==> config.mk <==
export PLATFORM = sky130hd
export DESIGN_NAME = serial_eeprom_bus_slave
export DESIGN_NICKNAME = d
export VERILOG_FILES = /design/src/hdl/serial_eeprom_store.v /design/src/hdl/serial_eeprom_bus_slave.v
export VERILOG_INCLUDE_DIRS = /design/src /design/src/hdl
export SDC_FILE = /design/constraint.sdc
export NUM_CORES = 2
export LEC_CHECK = 0
export ABC_CLOCK_PERIOD_IN_PS = 5500
export CAP_MARGIN = 10
export CORE_MARGIN = 2
export CORE_UTILIZATION = 63
export CTS_CLUSTER_DIAMETER = 200
export CTS_CLUSTER_SIZE = 8
export DETAILED_ROUTE_END_ITERATION = 12
export DONT_BUFFER_PORTS = 1
export MAX_ROUTING_LAYER = met4
export PLACE_DENSITY_LB_ADDON = 0.15
export SYNTH_ARGS = -nofsm -noshare
export SYNTH_HDL_FRONTEND = slang
export SYNTH_HIERARCHICAL = 1
export SYNTH_SLANG_ARGS = --single-unit
==> constraint.sdc <==
create_clock -name clk_in -period 5.5 [get_ports clk_in]
set_input_delay 0.55 -clock clk_in [delete_from_list [all_inputs] [get_ports clk_in]]
set_output_delay 0.55 -clock clk_in [all_outputs]
set_load 0.01 [all_outputs]
==> src/hdl/serial_eeprom_regs.vh <==
`ifndef SERIAL_EEPROM_REGS_VH
`define SERIAL_EEPROM_REGS_VH

// ****************************************
// Address byte layout
// ****************************************
`define DEV_TYPE_ARRAY   4'hA
`define DEV_TYPE_PROTECT 4'h6
`define RW_READ          1'b1

// ****************************************
// Array geometry
// ****************************************
`define MEM_ADDR_W       8
`define PAGE_ADDR_W      4
`define PAGE_SIZE        16
`define BITS_PER_BYTE    4'h8
`define LAST_TX_BIT      4'h7
`define FIFO_DEPTH       4

// ****************************************
// Timing
// ****************************************
`define CLK_MHZ          40
`define T_WR_US          10000
`define PROG_CYCLES      (`T_WR_US * `CLK_MHZ)
`define PROG_CNT_W       20

`endif

==> src/hdl/serial_eeprom_store.v <==
`timescale 1ns/1ps
`default_nettype none

// ****************************************
// Byte memory, registered read
// ****************************************
module serial_eeprom_store #(
    parameter integer AW = 8,
    parameter integer DW = 8
) (
    // Clock
    input  wire          clk_in,
    // Write port
    input  wire          we_in,
    input  wire [AW-1:0] waddr_in,
    input  wire [DW-1:0] wdata_in,
    // Read port
    input  wire [AW-1:0] raddr_in,
    output reg  [DW-1:0] rdata_out
);
    reg [DW-1:0] mem [0:(1<<AW)-1];

    always @(posedge clk_in) begin
        if (we_in) begin
            mem[waddr_in] <= wdata_in;
        end
        rdata_out <= mem[raddr_in];
    end
endmodule

// ****************************************
// Read prefetch FIFO
// ****************************************
module serial_eeprom_fifo #(
    parameter integer WIDTH = 8,
    parameter integer DEPTH = 4,
    parameter integer PTR_W = 2
) (
    // Clock and reset
    input  wire             clk_in,
    input  wire             resetn_in,
    input  wire             flush_in,
    // Fill side
    input  wire             in_valid_in,
    output wire             in_ready_out,
    input  wire [WIDTH-1:0] in_data_in,
    // Drain side
    output wire             out_valid_out,
    input  wire             out_ready_in,
    output wire [WIDTH-1:0] out_data_out
);
    reg [WIDTH-1:0] buf_q [0:DEPTH-1];
    reg [PTR_W-1:0] wr_q;
    reg [PTR_W-1:0] rd_q;
    reg [PTR_W:0]   cnt_q;
    wire            push;
    wire            pop;

    assign in_ready_out  = (cnt_q != DEPTH[PTR_W:0]);
    assign out_valid_out = (cnt_q != {(PTR_W+1){1'b0}});
    assign out_data_out  = buf_q[rd_q];
    assign push          = in_valid_in & in_ready_out;
    assign pop           = out_valid_out & out_ready_in;

    // Wrap by compare so depth need not be a power of two
    function [PTR_W-1:0] nxt(input [PTR_W-1:0] p);
        begin
            nxt = (p == DEPTH[PTR_W-1:0] - 1'b1) ? {PTR_W{1'b0}} : p + 1'b1;
        end
    endfunction

    always @(posedge clk_in) begin
        if (!resetn_in || flush_in) begin
            wr_q  <= {PTR_W{1'b0}};
            rd_q  <= {PTR_W{1'b0}};
            cnt_q <= {(PTR_W+1){1'b0}};
        end else begin
            if (push) begin
                buf_q[wr_q] <= in_data_in;
                wr_q        <= nxt(wr_q);
            end
            if (pop) begin
                rd_q <= nxt(rd_q);
            end
            if (push && !pop) begin
                cnt_q <= cnt_q + 1'b1;
            end else if (pop && !push) begin
                cnt_q <= cnt_q - 1'b1;
            end
        end
    end
endmodule

`default_nettype wire

==> src/hdl/serial_eeprom_bus_slave.v <==
// Operation
// - SDA changes only while SCL low
// - Start detected always; ignore bus before it (the code ignores start while busy_out is high)
// - Stop ends transaction, returns to standby
// - Receiver acknowledges on ninth clock low
// - Acknowledge matched address and written bytes
// - Read continues on ack, stops otherwise
// - Array accesses need device type 1010
// - Three straps must match address bits
// - Last address bit: 1 read, 0 write
// - Write: word address then data, both acked
// - Stop after write starts silent programming
// - Page write takes up to sixteen bytes
// - Write address advances, wraps within page
// - No address ack while programming runs
// - One-time protect blocks lowest 128 bytes
// - Protect register ignored after first write
// - Protect reached with type 0110, bytes ignored
// - Protected locations below 128 stay unchanged
// - Read address wraps over all eight bits
`timescale 1ns/1ps
`default_nettype none
`include "serial_eeprom_regs.vh"
module serial_eeprom_bus_slave #(
    parameter integer PROG_CYCLES = `PROG_CYCLES,
    parameter integer FIFO_DEPTH  = `FIFO_DEPTH
) (
    // Clock and reset
    input  wire clk_in,
    input  wire resetn_in,
    // Bus pins
    input  wire scl_in,
    input  wire sda_in,
    output reg  sda_out_out,
    output reg  sda_oe_out,
    // Address straps
    input  wire strap_addr_bit0_in,
    input  wire strap_addr_bit1_in,
    input  wire strap_addr_bit2_in,
    // Status
    output reg  busy_out,
    output reg  protected_out
);
    // ****************************************
    // States
    // ****************************************
    localparam [2:0] S_IDLE = 3'h0;
    localparam [2:0] S_RX   = 3'h1;
    localparam [2:0] S_ACK  = 3'h2;
    localparam [2:0] S_TX   = 3'h3;
    localparam [2:0] S_MACK = 3'h4;
    localparam [1:0] K_DEV  = 2'h0;
    localparam [1:0] K_WADR = 2'h1;
    localparam [1:0] K_DATA = 2'h2;
    localparam [`PROG_CNT_W-1:0] PROG_LAST = PROG_CYCLES[`PROG_CNT_W-1:0] - 1'b1;
    // ****************************************
    // Declarations
    // ****************************************
    reg                   scl_s1_q, scl_s2_q, scl_s3_q;
    reg                   sda_s1_q, sda_s2_q, sda_s3_q;
    reg  [2:0]            strap_s1_q;
    reg  [2:0]            strap_s2_q;
    reg  [2:0]            state_q;
    reg  [1:0]            kind_q;
    reg  [3:0]            cnt_q;
    reg  [7:0]            shift_q;
    reg  [7:0]            tx_q;
    reg                   rd_sel_q;
    reg                   wp_sel_q;
    reg                   wp_req_q;
    reg                   mack_q;
    reg  [7:0]            addr_q;
    reg  [3:0]            page_hi_q;
    reg  [`PAGE_SIZE-1:0] mask_q;
    reg                   pb_we_q;
    reg  [3:0]            pb_waddr_q;
    reg  [7:0]            pb_wdata_q;
    reg  [`PROG_CNT_W-1:0] prog_cnt_q;
    reg  [4:0]            copy_idx_q;
    reg                   copy_pend_q;
    reg  [3:0]            copy_rd_idx_q;
    reg                   arr_we_q;
    reg  [7:0]            arr_waddr_q;
    reg  [7:0]            arr_wdata_q;
    reg                   fetch_on_q;
    reg                   fetch_pend_q;
    reg  [7:0]            fetch_ptr_q;
    reg                   flush_q;
    wire                  fifo_in_ready;
    wire                  fifo_out_valid;
    wire [7:0]            fifo_out_data;
    wire [7:0]            arr_rdata;
    wire [7:0]            pb_rdata;
    // Device type plus straps decide whether an address byte is ours
    function addr_hit(input [7:0] b, input [3:0] dtype, input [2:0] strap);
        begin
            addr_hit = (b[7:4] == dtype) && (b[3:1] == strap);
        end
    endfunction
    // ****************************************
    // Pin sampling and bus conditions
    // ****************************************
    always @(posedge clk_in) begin
        if (!resetn_in) begin
            {scl_s3_q, scl_s2_q, scl_s1_q} <= 3'h7;
            {sda_s3_q, sda_s2_q, sda_s1_q} <= 3'h7;
            strap_s1_q <= 3'h0;
            strap_s2_q <= 3'h0;
        end else begin
            {scl_s3_q, scl_s2_q, scl_s1_q} <= {scl_s2_q, scl_s1_q, scl_in};
            {sda_s3_q, sda_s2_q, sda_s1_q} <= {sda_s2_q, sda_s1_q, sda_in};
            strap_s1_q <= {strap_addr_bit2_in, strap_addr_bit1_in, strap_addr_bit0_in};
            strap_s2_q <= strap_s1_q;
        end
    end
    wire                  scl_rise   = scl_s2_q & ~scl_s3_q;
    wire                  scl_fall   = ~scl_s2_q & scl_s3_q;
    // SDA moving while SCL stays high is a marker, never data
    wire                  start_seen = scl_s2_q & scl_s3_q & sda_s3_q & ~sda_s2_q;
    wire                  stop_seen  = scl_s2_q & scl_s3_q & ~sda_s3_q & sda_s2_q;
    // Pop on the clock low that starts the next byte out
    wire                  load_tx    = ~busy_out & scl_fall & ~start_seen & ~stop_seen &
                                       (((state_q == S_ACK) & rd_sel_q) |
                                        ((state_q == S_MACK) & mack_q));
    // Empty FIFO sends all ones, which leaves the line released
    wire [7:0]            tx_next    = fifo_out_valid ? fifo_out_data : 8'hFF;
    // One read in flight keeps the FIFO room check honest
    wire                  fetch_go   = fetch_on_q & ~fetch_pend_q & fifo_in_ready & ~flush_q;
    // ****************************************
    // Protocol engine
    // ****************************************
    always @(posedge clk_in) begin
        if (!resetn_in) begin
            state_q    <= S_IDLE;
            kind_q     <= K_DEV;
            cnt_q      <= 4'h0;
            shift_q    <= 8'h00;
            tx_q       <= 8'hFF;
            rd_sel_q   <= 1'b0;
            wp_sel_q   <= 1'b0;
            wp_req_q   <= 1'b0;
            mack_q     <= 1'b0;
            addr_q     <= 8'h00;
            page_hi_q  <= 4'h0;
            mask_q     <= {`PAGE_SIZE{1'b0}};
            pb_we_q    <= 1'b0;
            fetch_on_q <= 1'b0;
            flush_q    <= 1'b0;
            sda_out_out <= 1'b0;
            sda_oe_out <= 1'b0;
        end else begin
            pb_we_q <= 1'b0;
            flush_q <= 1'b0;
            sda_out_out <= 1'b0;
            if (load_tx) begin
                tx_q       <= tx_next;
                sda_oe_out <= ~tx_next[7];
                addr_q     <= addr_q + 8'h01;
                state_q    <= S_TX;
                cnt_q      <= 4'h0;
            end
            if (busy_out) begin
                // Inputs are dead while the array programs
                state_q    <= S_IDLE;
                sda_oe_out <= 1'b0;
                fetch_on_q <= 1'b0;
            end else if (start_seen) begin
                state_q    <= S_RX;
                kind_q     <= K_DEV;
                cnt_q      <= 4'h0;
                mask_q     <= {`PAGE_SIZE{1'b0}};
                wp_req_q   <= 1'b0;
                fetch_on_q <= 1'b0;
                sda_oe_out <= 1'b0;
            end else if (stop_seen) begin
                state_q    <= S_IDLE;
                sda_oe_out <= 1'b0;
                fetch_on_q <= 1'b0;
            end else begin
                case (state_q)
                    S_RX: begin
                        if (scl_rise) begin
                            shift_q <= {shift_q[6:0], sda_s2_q};
                            cnt_q   <= cnt_q + 4'h1;
                        end else if (scl_fall && cnt_q == `BITS_PER_BYTE) begin
                            cnt_q      <= 4'h0;
                            state_q    <= S_ACK;
                            sda_oe_out <= 1'b1;
                            case (kind_q)
                                K_DEV: begin
                                    kind_q   <= K_WADR;
                                    rd_sel_q <= (shift_q[0] == `RW_READ);
                                    wp_sel_q <= 1'b0;
                                    if (addr_hit(shift_q, `DEV_TYPE_ARRAY, strap_s2_q)) begin
                                        if (shift_q[0] == `RW_READ) begin
                                            fetch_on_q <= 1'b1;
                                            flush_q    <= 1'b1;
                                        end
                                    end else if (addr_hit(shift_q, `DEV_TYPE_PROTECT,
                                                          strap_s2_q) &&
                                                 !protected_out &&
                                                 shift_q[0] != `RW_READ) begin
                                        wp_sel_q <= 1'b1;
                                    end else begin
                                        // Not ours, a protect read, or protect already used
                                        state_q    <= S_IDLE;
                                        sda_oe_out <= 1'b0;
                                    end
                                end
                                K_WADR: begin
                                    kind_q <= K_DATA;
                                    if (!wp_sel_q) begin
                                        addr_q    <= shift_q;
                                        page_hi_q <= shift_q[7:4];
                                    end
                                end
                                default: begin
                                    if (wp_sel_q) begin
                                        wp_req_q <= 1'b1;
                                    end else begin
                                        pb_we_q    <= 1'b1;
                                        pb_waddr_q <= addr_q[3:0];
                                        pb_wdata_q <= shift_q;
                                        mask_q[addr_q[3:0]] <= 1'b1;
                                        addr_q[3:0] <= addr_q[3:0] + 4'h1;
                                    end
                                end
                            endcase
                        end
                    end
                    S_ACK: begin
                        if (scl_fall && !rd_sel_q) begin
                            sda_oe_out <= 1'b0;
                            state_q    <= S_RX;
                        end
                    end
                    S_TX: begin
                        if (scl_fall) begin
                            if (cnt_q == `LAST_TX_BIT) begin
                                sda_oe_out <= 1'b0;
                                state_q    <= S_MACK;
                                cnt_q      <= 4'h0;
                            end else begin
                                tx_q       <= {tx_q[6:0], 1'b1};
                                sda_oe_out <= ~tx_q[6];
                                cnt_q      <= cnt_q + 4'h1;
                            end
                        end
                    end
                    S_MACK: begin
                        if (scl_rise) begin
                            mack_q <= ~sda_s2_q;
                        end else if (scl_fall && !mack_q) begin
                            // No ack: stay off the bus until next start
                            state_q    <= S_IDLE;
                            fetch_on_q <= 1'b0;
                        end
                    end
                    default: begin
                        state_q <= S_IDLE;
                    end
                endcase
            end
        end
    end
    // ****************************************
    // Programming cycle and protect bit
    // ****************************************
    always @(posedge clk_in) begin
        if (!resetn_in) begin
            busy_out      <= 1'b0;
            protected_out <= 1'b0;
            prog_cnt_q    <= {`PROG_CNT_W{1'b0}};
            copy_idx_q    <= 5'h10;
            copy_pend_q   <= 1'b0;
            copy_rd_idx_q <= 4'h0;
            arr_we_q      <= 1'b0;
        end else begin
            arr_we_q    <= 1'b0;
            copy_pend_q <= 1'b0;
            if (!busy_out) begin
                if (stop_seen && state_q != S_IDLE && ((|mask_q) || wp_req_q)) begin
                    busy_out   <= 1'b1;
                    prog_cnt_q <= PROG_LAST;
                    copy_idx_q <= 5'h00;
                end
            end else begin
                if (!copy_idx_q[4]) begin
                    copy_pend_q   <= 1'b1;
                    copy_rd_idx_q <= copy_idx_q[3:0];
                    copy_idx_q    <= copy_idx_q + 5'h01;
                end
                if (copy_pend_q) begin
                    // Lower half stays untouched once protected
                    arr_we_q <= mask_q[copy_rd_idx_q] &
                                ~(protected_out & ~page_hi_q[3]);
                    arr_waddr_q <= {page_hi_q, copy_rd_idx_q};
                    arr_wdata_q <= pb_rdata;
                end
                if (prog_cnt_q == {`PROG_CNT_W{1'b0}}) begin
                    busy_out <= 1'b0;
                    if (wp_req_q) begin
                        // Sticky; only reset clears it here
                        protected_out <= 1'b1;
                    end
                end else begin
                    prog_cnt_q <= prog_cnt_q - 1'b1;
                end
            end
        end
    end
    // ****************************************
    // Read prefetch
    // ****************************************
    always @(posedge clk_in) begin
        if (!resetn_in) begin
            fetch_pend_q <= 1'b0;
            fetch_ptr_q  <= 8'h00;
        end else if (flush_q) begin
            fetch_pend_q <= 1'b0;
            fetch_ptr_q  <= addr_q;
        end else begin
            fetch_pend_q <= fetch_go;
            if (fetch_go) begin
                fetch_ptr_q <= fetch_ptr_q + 8'h01;
            end
        end
    end
    // ****************************************
    // Storage
    // ****************************************
    serial_eeprom_store #(.AW(`MEM_ADDR_W), .DW(8)) u_array (
        .clk_in    (clk_in),
        .we_in     (arr_we_q),
        .waddr_in  (arr_waddr_q),
        .wdata_in  (arr_wdata_q),
        .raddr_in  (fetch_ptr_q),
        .rdata_out (arr_rdata)
    );
    // Page staged here so an aborted write never reaches the array
    serial_eeprom_store #(.AW(`PAGE_ADDR_W), .DW(8)) u_page (
        .clk_in    (clk_in),
        .we_in     (pb_we_q),
        .waddr_in  (pb_waddr_q),
        .wdata_in  (pb_wdata_q),
        .raddr_in  (copy_idx_q[3:0]),
        .rdata_out (pb_rdata)
    );
    serial_eeprom_fifo #(.WIDTH(8), .DEPTH(FIFO_DEPTH), .PTR_W(2)) u_fifo (
        .clk_in        (clk_in),
        .resetn_in     (resetn_in),
        .flush_in      (flush_q),
        .in_valid_in   (fetch_pend_q & ~flush_q),
        .in_ready_out  (fifo_in_ready),
        .in_data_in    (arr_rdata),
        .out_valid_out (fifo_out_valid),
        .out_ready_in  (load_tx),
        .out_data_out  (fifo_out_data)
    );
endmodule

`default_nettype wire

# Word level (Yosys, flattened, before mapping)
# Memories as Yosys holds them, arrays and structs flattened. A register that Yosys moved wholly into a read port is not among the register bits.
# Index checks and enable logic that the tools add are counted.
totals:
  ramBits: 2208
  in_bits: 7
  reg_bits: 150
  n_memories: 3
  out_inout_bits: 4
  word_cells: 296
op_classes:
  addsub: 10
  magnitude_cmp: 3
  n_reduce_logical: 54
  eq_ne: 26
  n_mux: 112
  bitwise_logic: 46
memory_table:
  columns: ["name", "depth", "width", "rd", "rd_ports_with_merged_regs", "write_ports", "line_no", "source"]
  rows:
  - ["u_array.mem", 256, 8, 1, 1, 1, "serial_eeprom_store.v:21", "reg [DW-1:0] mem [0:(1<<AW)-1];"]
  - ["u_page.mem", 16, 8, 1, 1, 1, "serial_eeprom_store.v:21", null]
  - ["u_fifo.buf_q", 4, 8, 1, 1, 1, "serial_eeprom_store.v:52", "reg [WIDTH-1:0] buf_q [0:DEPTH-1];"]
ops:
  columns: ["op", "count"]
  rows:
  - ["$mux 8", 18]
  - ["$mux 16", 7]
  - ["$mux 20", 3]
  - ["$mux 1", 41]
  - ["$mux 4", 10]
  - ["$mux 3", 10]
  - ["$mux 2", 12]
  - ["$not 1->1", 23]
  - ["$and 1x1->1", 21]
  - ["$reduce_and 7->1", 3]
  - ["$logic_not 20->1", 1]
  - ["$sub 20x1->20 const B", 1]
  - ["$reduce_or 9->1", 2]
  - ["$add 8x1->8 const B", 2]
  - ["$ne 2x2->1 const B", 8]
  - ["$or 16x16->16", 1]
  - ["$pmux 4 s2", 2]
  - ["$reduce_and 8->1", 2]
  - ["$reduce_or 16->1", 1]
  - ["$mux 5", 3]
  - ["$reduce_bool 2->1", 7]
  - ["$logic_and 1x1->1", 12]
  - ["$pmux 3 s4", 1]
  - ["$lt 4x5->1 const B", 2]
  - ["33 further kinds", 58]

# Longest topological paths before layout
logic_depth:
  depth_word: 16
  ltp_mapped: 13
  mapped_depth_nobuf: 10

# Cells and area by module
# The synthesis kept the hierarchy.
by_module_without_submodules:
  columns: ["mod", "cells_each", "instances", "seq_area_each_um2", "area_per_inst_um2"]
  rows:
  - ["serial_eeprom_store (u_array)", 3733, 1, 61659.1, 79540.0]
  - ["serial_eeprom_bus_slave", 667, 1, 3123.0, 6381.1]
  - ["serial_eeprom_store (u_page)", 229, 1, 4003.8, 5147.4]
  - ["serial_eeprom_fifo", 91, 1, 1141.1, 1637.8]

# Worst setup path after synthesis
# No wires, ideal clock.
synth_path:
  path_type: "reg2reg"
  startpoint: "register arr_wdata_q[0]"
  endpoint: "memory u_array.mem[0][0], data pin"
  path_stages_with_launch: 1
  path_buffers: 0
  setup_ps: 817
  slack_ps: 1454
  t_required_ps: 4683
  synth_period_minus_slack_ps: 4046
  t_arrival_ps: 3228
  path_cell_list: "edfxtp_1"
synth_lines:
  columns: ["item", "line_no", "source"]
  rows:
  - ["start: declaration", "serial_eeprom_bus_slave.v:84", "reg [7:0] arr_wdata_q;"]
  - ["start signal: assignment", "serial_eeprom_bus_slave.v:298", "arr_wdata_q <= pb_rdata;"]
  - ["end: declaration", "serial_eeprom_store.v:21", null]
# Straight into the memory's write port.

==> results.json <==
{
  "place_congestion": 0.916,
  "viasPerCell": 7.01,
  "synth_seq_area_share": 0.754,
  "totalPowerFinal_uw": 38000,
  "grt_pass1_vias": 48300,
  "synth_cell_types": 85,
  "routedWlPerCell_um": 32.8,
  "wl_um": 227000,
  "fin_skew_ns": 0.0599,
  "drv_slew": 0,
  "initial_core_util": 0.635,
  "overflow": 0,
  "holdWs_ns": 0.0730,
  "clk_pin_slew_ns": 0.05,
  "die_area_mm2": 0.150,
  "drive_above_1_share": 0.203,
  "fp-row-count": 140,
  "grt_usage": 0.315,
  "critical_path_arrival_ns": 4.75,
  "vias": 48600,
  "status": "completed",
  "h-tree-depth": 5,
  "rsz0062_at_grt": "false",
  "max-slew-margin-rel": 0.0628,
  "synth_warnings": 6,
  "place_ws_ns": 1.62,
  "period_share": 0.729,
  "max-vdd-ir-drop_mv": 0.336,
  "critPathMaxFanout": 89,
  "layout_min_cycle_time_ns": 4.01,
  "setup_viol": 0,
  "drc": 0,
  "die_w_um": 388,
  "fillCellCount": 8544,
  "ios": 11,
  "pwr_density_cell_mw_per_mm2": 365,
  "grt_pass1_wl_um": 333000,
  "synth_nets": 4743,
  "netlist_area_mm2": 0.0927,
  "crit_required_ns": 6.24,
  "worst_pin_slew_ns": 1.41,
  "final_util": 0.713,
  "fin_ws_ns": 1.49,
  "end_kind": "flip-flop",
  "dp_hpwl_um": 132000,
  "hold_viol": 0,
  "max_freq_mhz": 249,
  "ant_nets": 0,
  "cts_tree": "built",
  "path_class": "flip-flop to flip-flop",
  "ctsRootBufferMaster": "clkbuf_16",
  "post-cts-setup-buffers": 0,
  "clkLatencyLatePin_ns": 0.93,
  "avgSynthCellArea_um2": 19.6,
  "antenna_found_initial": 4,
  "async_flop_share": 0,
  "io_buffers": 0,
  "synth-edff-count": 2236,
  "ys_ff_latch": 2375,
  "grt_max_degree": 209,
  "area_growth_pct": 12.2,
  "cts.sinks": 2375,
  "hp-class": "input pin to flip-flop",
  "coreArea_mm2": 0.146,
  "cap_violations": 0,
  "numCtsBuffers": 346,
  "clockBufferDepth": 4,
  "critPathLaunchType": "flip-flop",
  "firstDrtPassIters": 8,
  "yosys_most_used_dff": "edfxtp_1",
  "leakagePower_uw": 0.0315,
  "synth_cells": 4720,
  "drtIter0Drc": 7016,
  "final.setup.tns_ns": 0,
  "die-height_um": 388,
  "nets": 4921
}
stage by stage:
stage / instances / cell area (um2)
floorplan: 4720 / 92700
global placement: 6455 / 94600
detailed placement: 6459 / 94600
CTS: 6926 / 104000
global route: 6932 / 104000
finish: 6938 / 104000
worst max-delay path: stages (launching register included):
cell	delay, ns
dfxtp_4	0.84
buf_12	0.51
mux4_2	0.43
a22o_1	0.25
a221oi_1	0.48
o221ai_1	0.43
a211oi_1	0.71
nor4_1	0.09
synth_stat cells (all sizes together), types with 31 or more instances:
cell | instances | area [um2]
mux2i | 144 | 1440
nand2 | 108 | 405
o221ai | 48 | 427
o22ai | 31 | 194
nor2b | 44 | 275
mux4 | 501 | 11300
nand3 | 61 | 305
a22oi | 152 | 1140
buf | 132 | 1110
nor4 | 36 | 244
edfxtp | 2236 | 67100
a21oi | 137 | 686
dfxtp | 139 | 2780
nor2 | 339 | 1270
o21ai | 49 | 257
nor3 | 36 | 180
clkbuf | 153 | 574
final cells by class:
type | count | area, um2 | share of cell area
diodes | 12 | 30.0 | 0.000289
clock buffers | 452 | 9210 | 0.0885
clock inverters | 7 | 76.3 | 0.000734
inverters | 19 | 71.3 | 0.000686
multi-input cells | 2038 | 21100 | 0.203
flip-flops and latches | 2375 | 69900 | 0.673
well taps | 1917 | 2400 | 0.0231
repair buffers | 118 | 1210 | 0.0116
per-layer routing:
metal / GRT usage / vias to the layer above / part of all wire
met3: 0.0710 / 555 / 0.11
li1: - / 19800 / -
met4: 0.125 / 0 / 0.042
met1: 0.437 / 25000 / 0.38
met2: 0.464 / 3237 / 0.47
met5: - / - / 0
state kept, by name (all words and copies together) (netlist names), 4 cells and up, named ones only:
name,cells
arr_waddr_q,8
addr_q,8
u_page/mem,128
fetch_ptr_q,8
u_fifo/buf_q,32
tx_q,7
copy_rd_idx_q,4
prog_cnt_q,20
copy_idx_q,5
arr_wdata_q,8
shift_q,8
pb_waddr_q,4
cnt_q,4
u_page/rdata_out,8
u_array/rdata_out,8
mask_q,16
pb_wdata_q,8
u_array/mem,2048
page_hi_q,4
worst paths after layout:
kind | startpoint | to | slack (ns) | depth (start not counted)
min reg2reg | u_page/rdata_out[0]$_DFF_P_ | arr_wdata_q[0]$_DFFE_PP_ | 0.40 | 0
min | resetn_in | u_fifo/rd_q[1]$_SDFFE_PP0P_ | 0.07 | 3
max | fetch_ptr_q[1]$_SDFFE_PN0P_ | u_array/rdata_out[5]$_DFF_P_ | 1.49 | 7
max reg2reg | fetch_ptr_q[1]$_SDFFE_PN0P_ | u_array/rdata_out[5]$_DFF_P_ | 1.49 | 7
timing repair:
item / CTS / global route
endpoints found under the hold margin: 43 / 0
hold buffers: 8 / 0
resized for setup: 0 / 0
where the power goes:
part           switching, uW  total (uW)  internal, uW
sequential              4.20       19500         19500
clock                   7000       18400         11400
combinational           30.4        44.6          14.1
total                   7040       38000         31000
logic make-up (layout without fill, tap and decap cells):
kind of cell / after synthesis / in the layout / synth area share
flip-flops: 2375 / 2375 / 0.754
other: 1 / 13 / 0.0000405
multiplexers: 648 / 648 / 0.138
AO/OA/AOI/OAI: 565 / 565 / 0.0426
AND/OR/NAND/NOR: 784 / 784 / 0.0410
buffers and inverters: 307 / 596 / 0.0192
XOR/XNOR: 24 / 24 / 0.00227
adder cells (fa/ha/maj): 16 / 16 / 0.00224
cell usage in the layout, fill, tap and decap left out, types with 30 or more instances in the layout:
master     instances
edfxtp_1        2236
mux4_2           485
clkbuf_16        353
nor2_1           336
a22oi_1          152
mux2i_1          144
a21oi_1          137
dfxtp_1          133
nand2_1          107
clkbuf_1          99
buf_4             82
nand3_1           58
o221ai_1          47
o21ai_0           44
nor2b_1           41
nor3_1            36
o22ai_1           31
nand2b_1          30
nor4_1            30
Power figures use the tool's default switching activity.
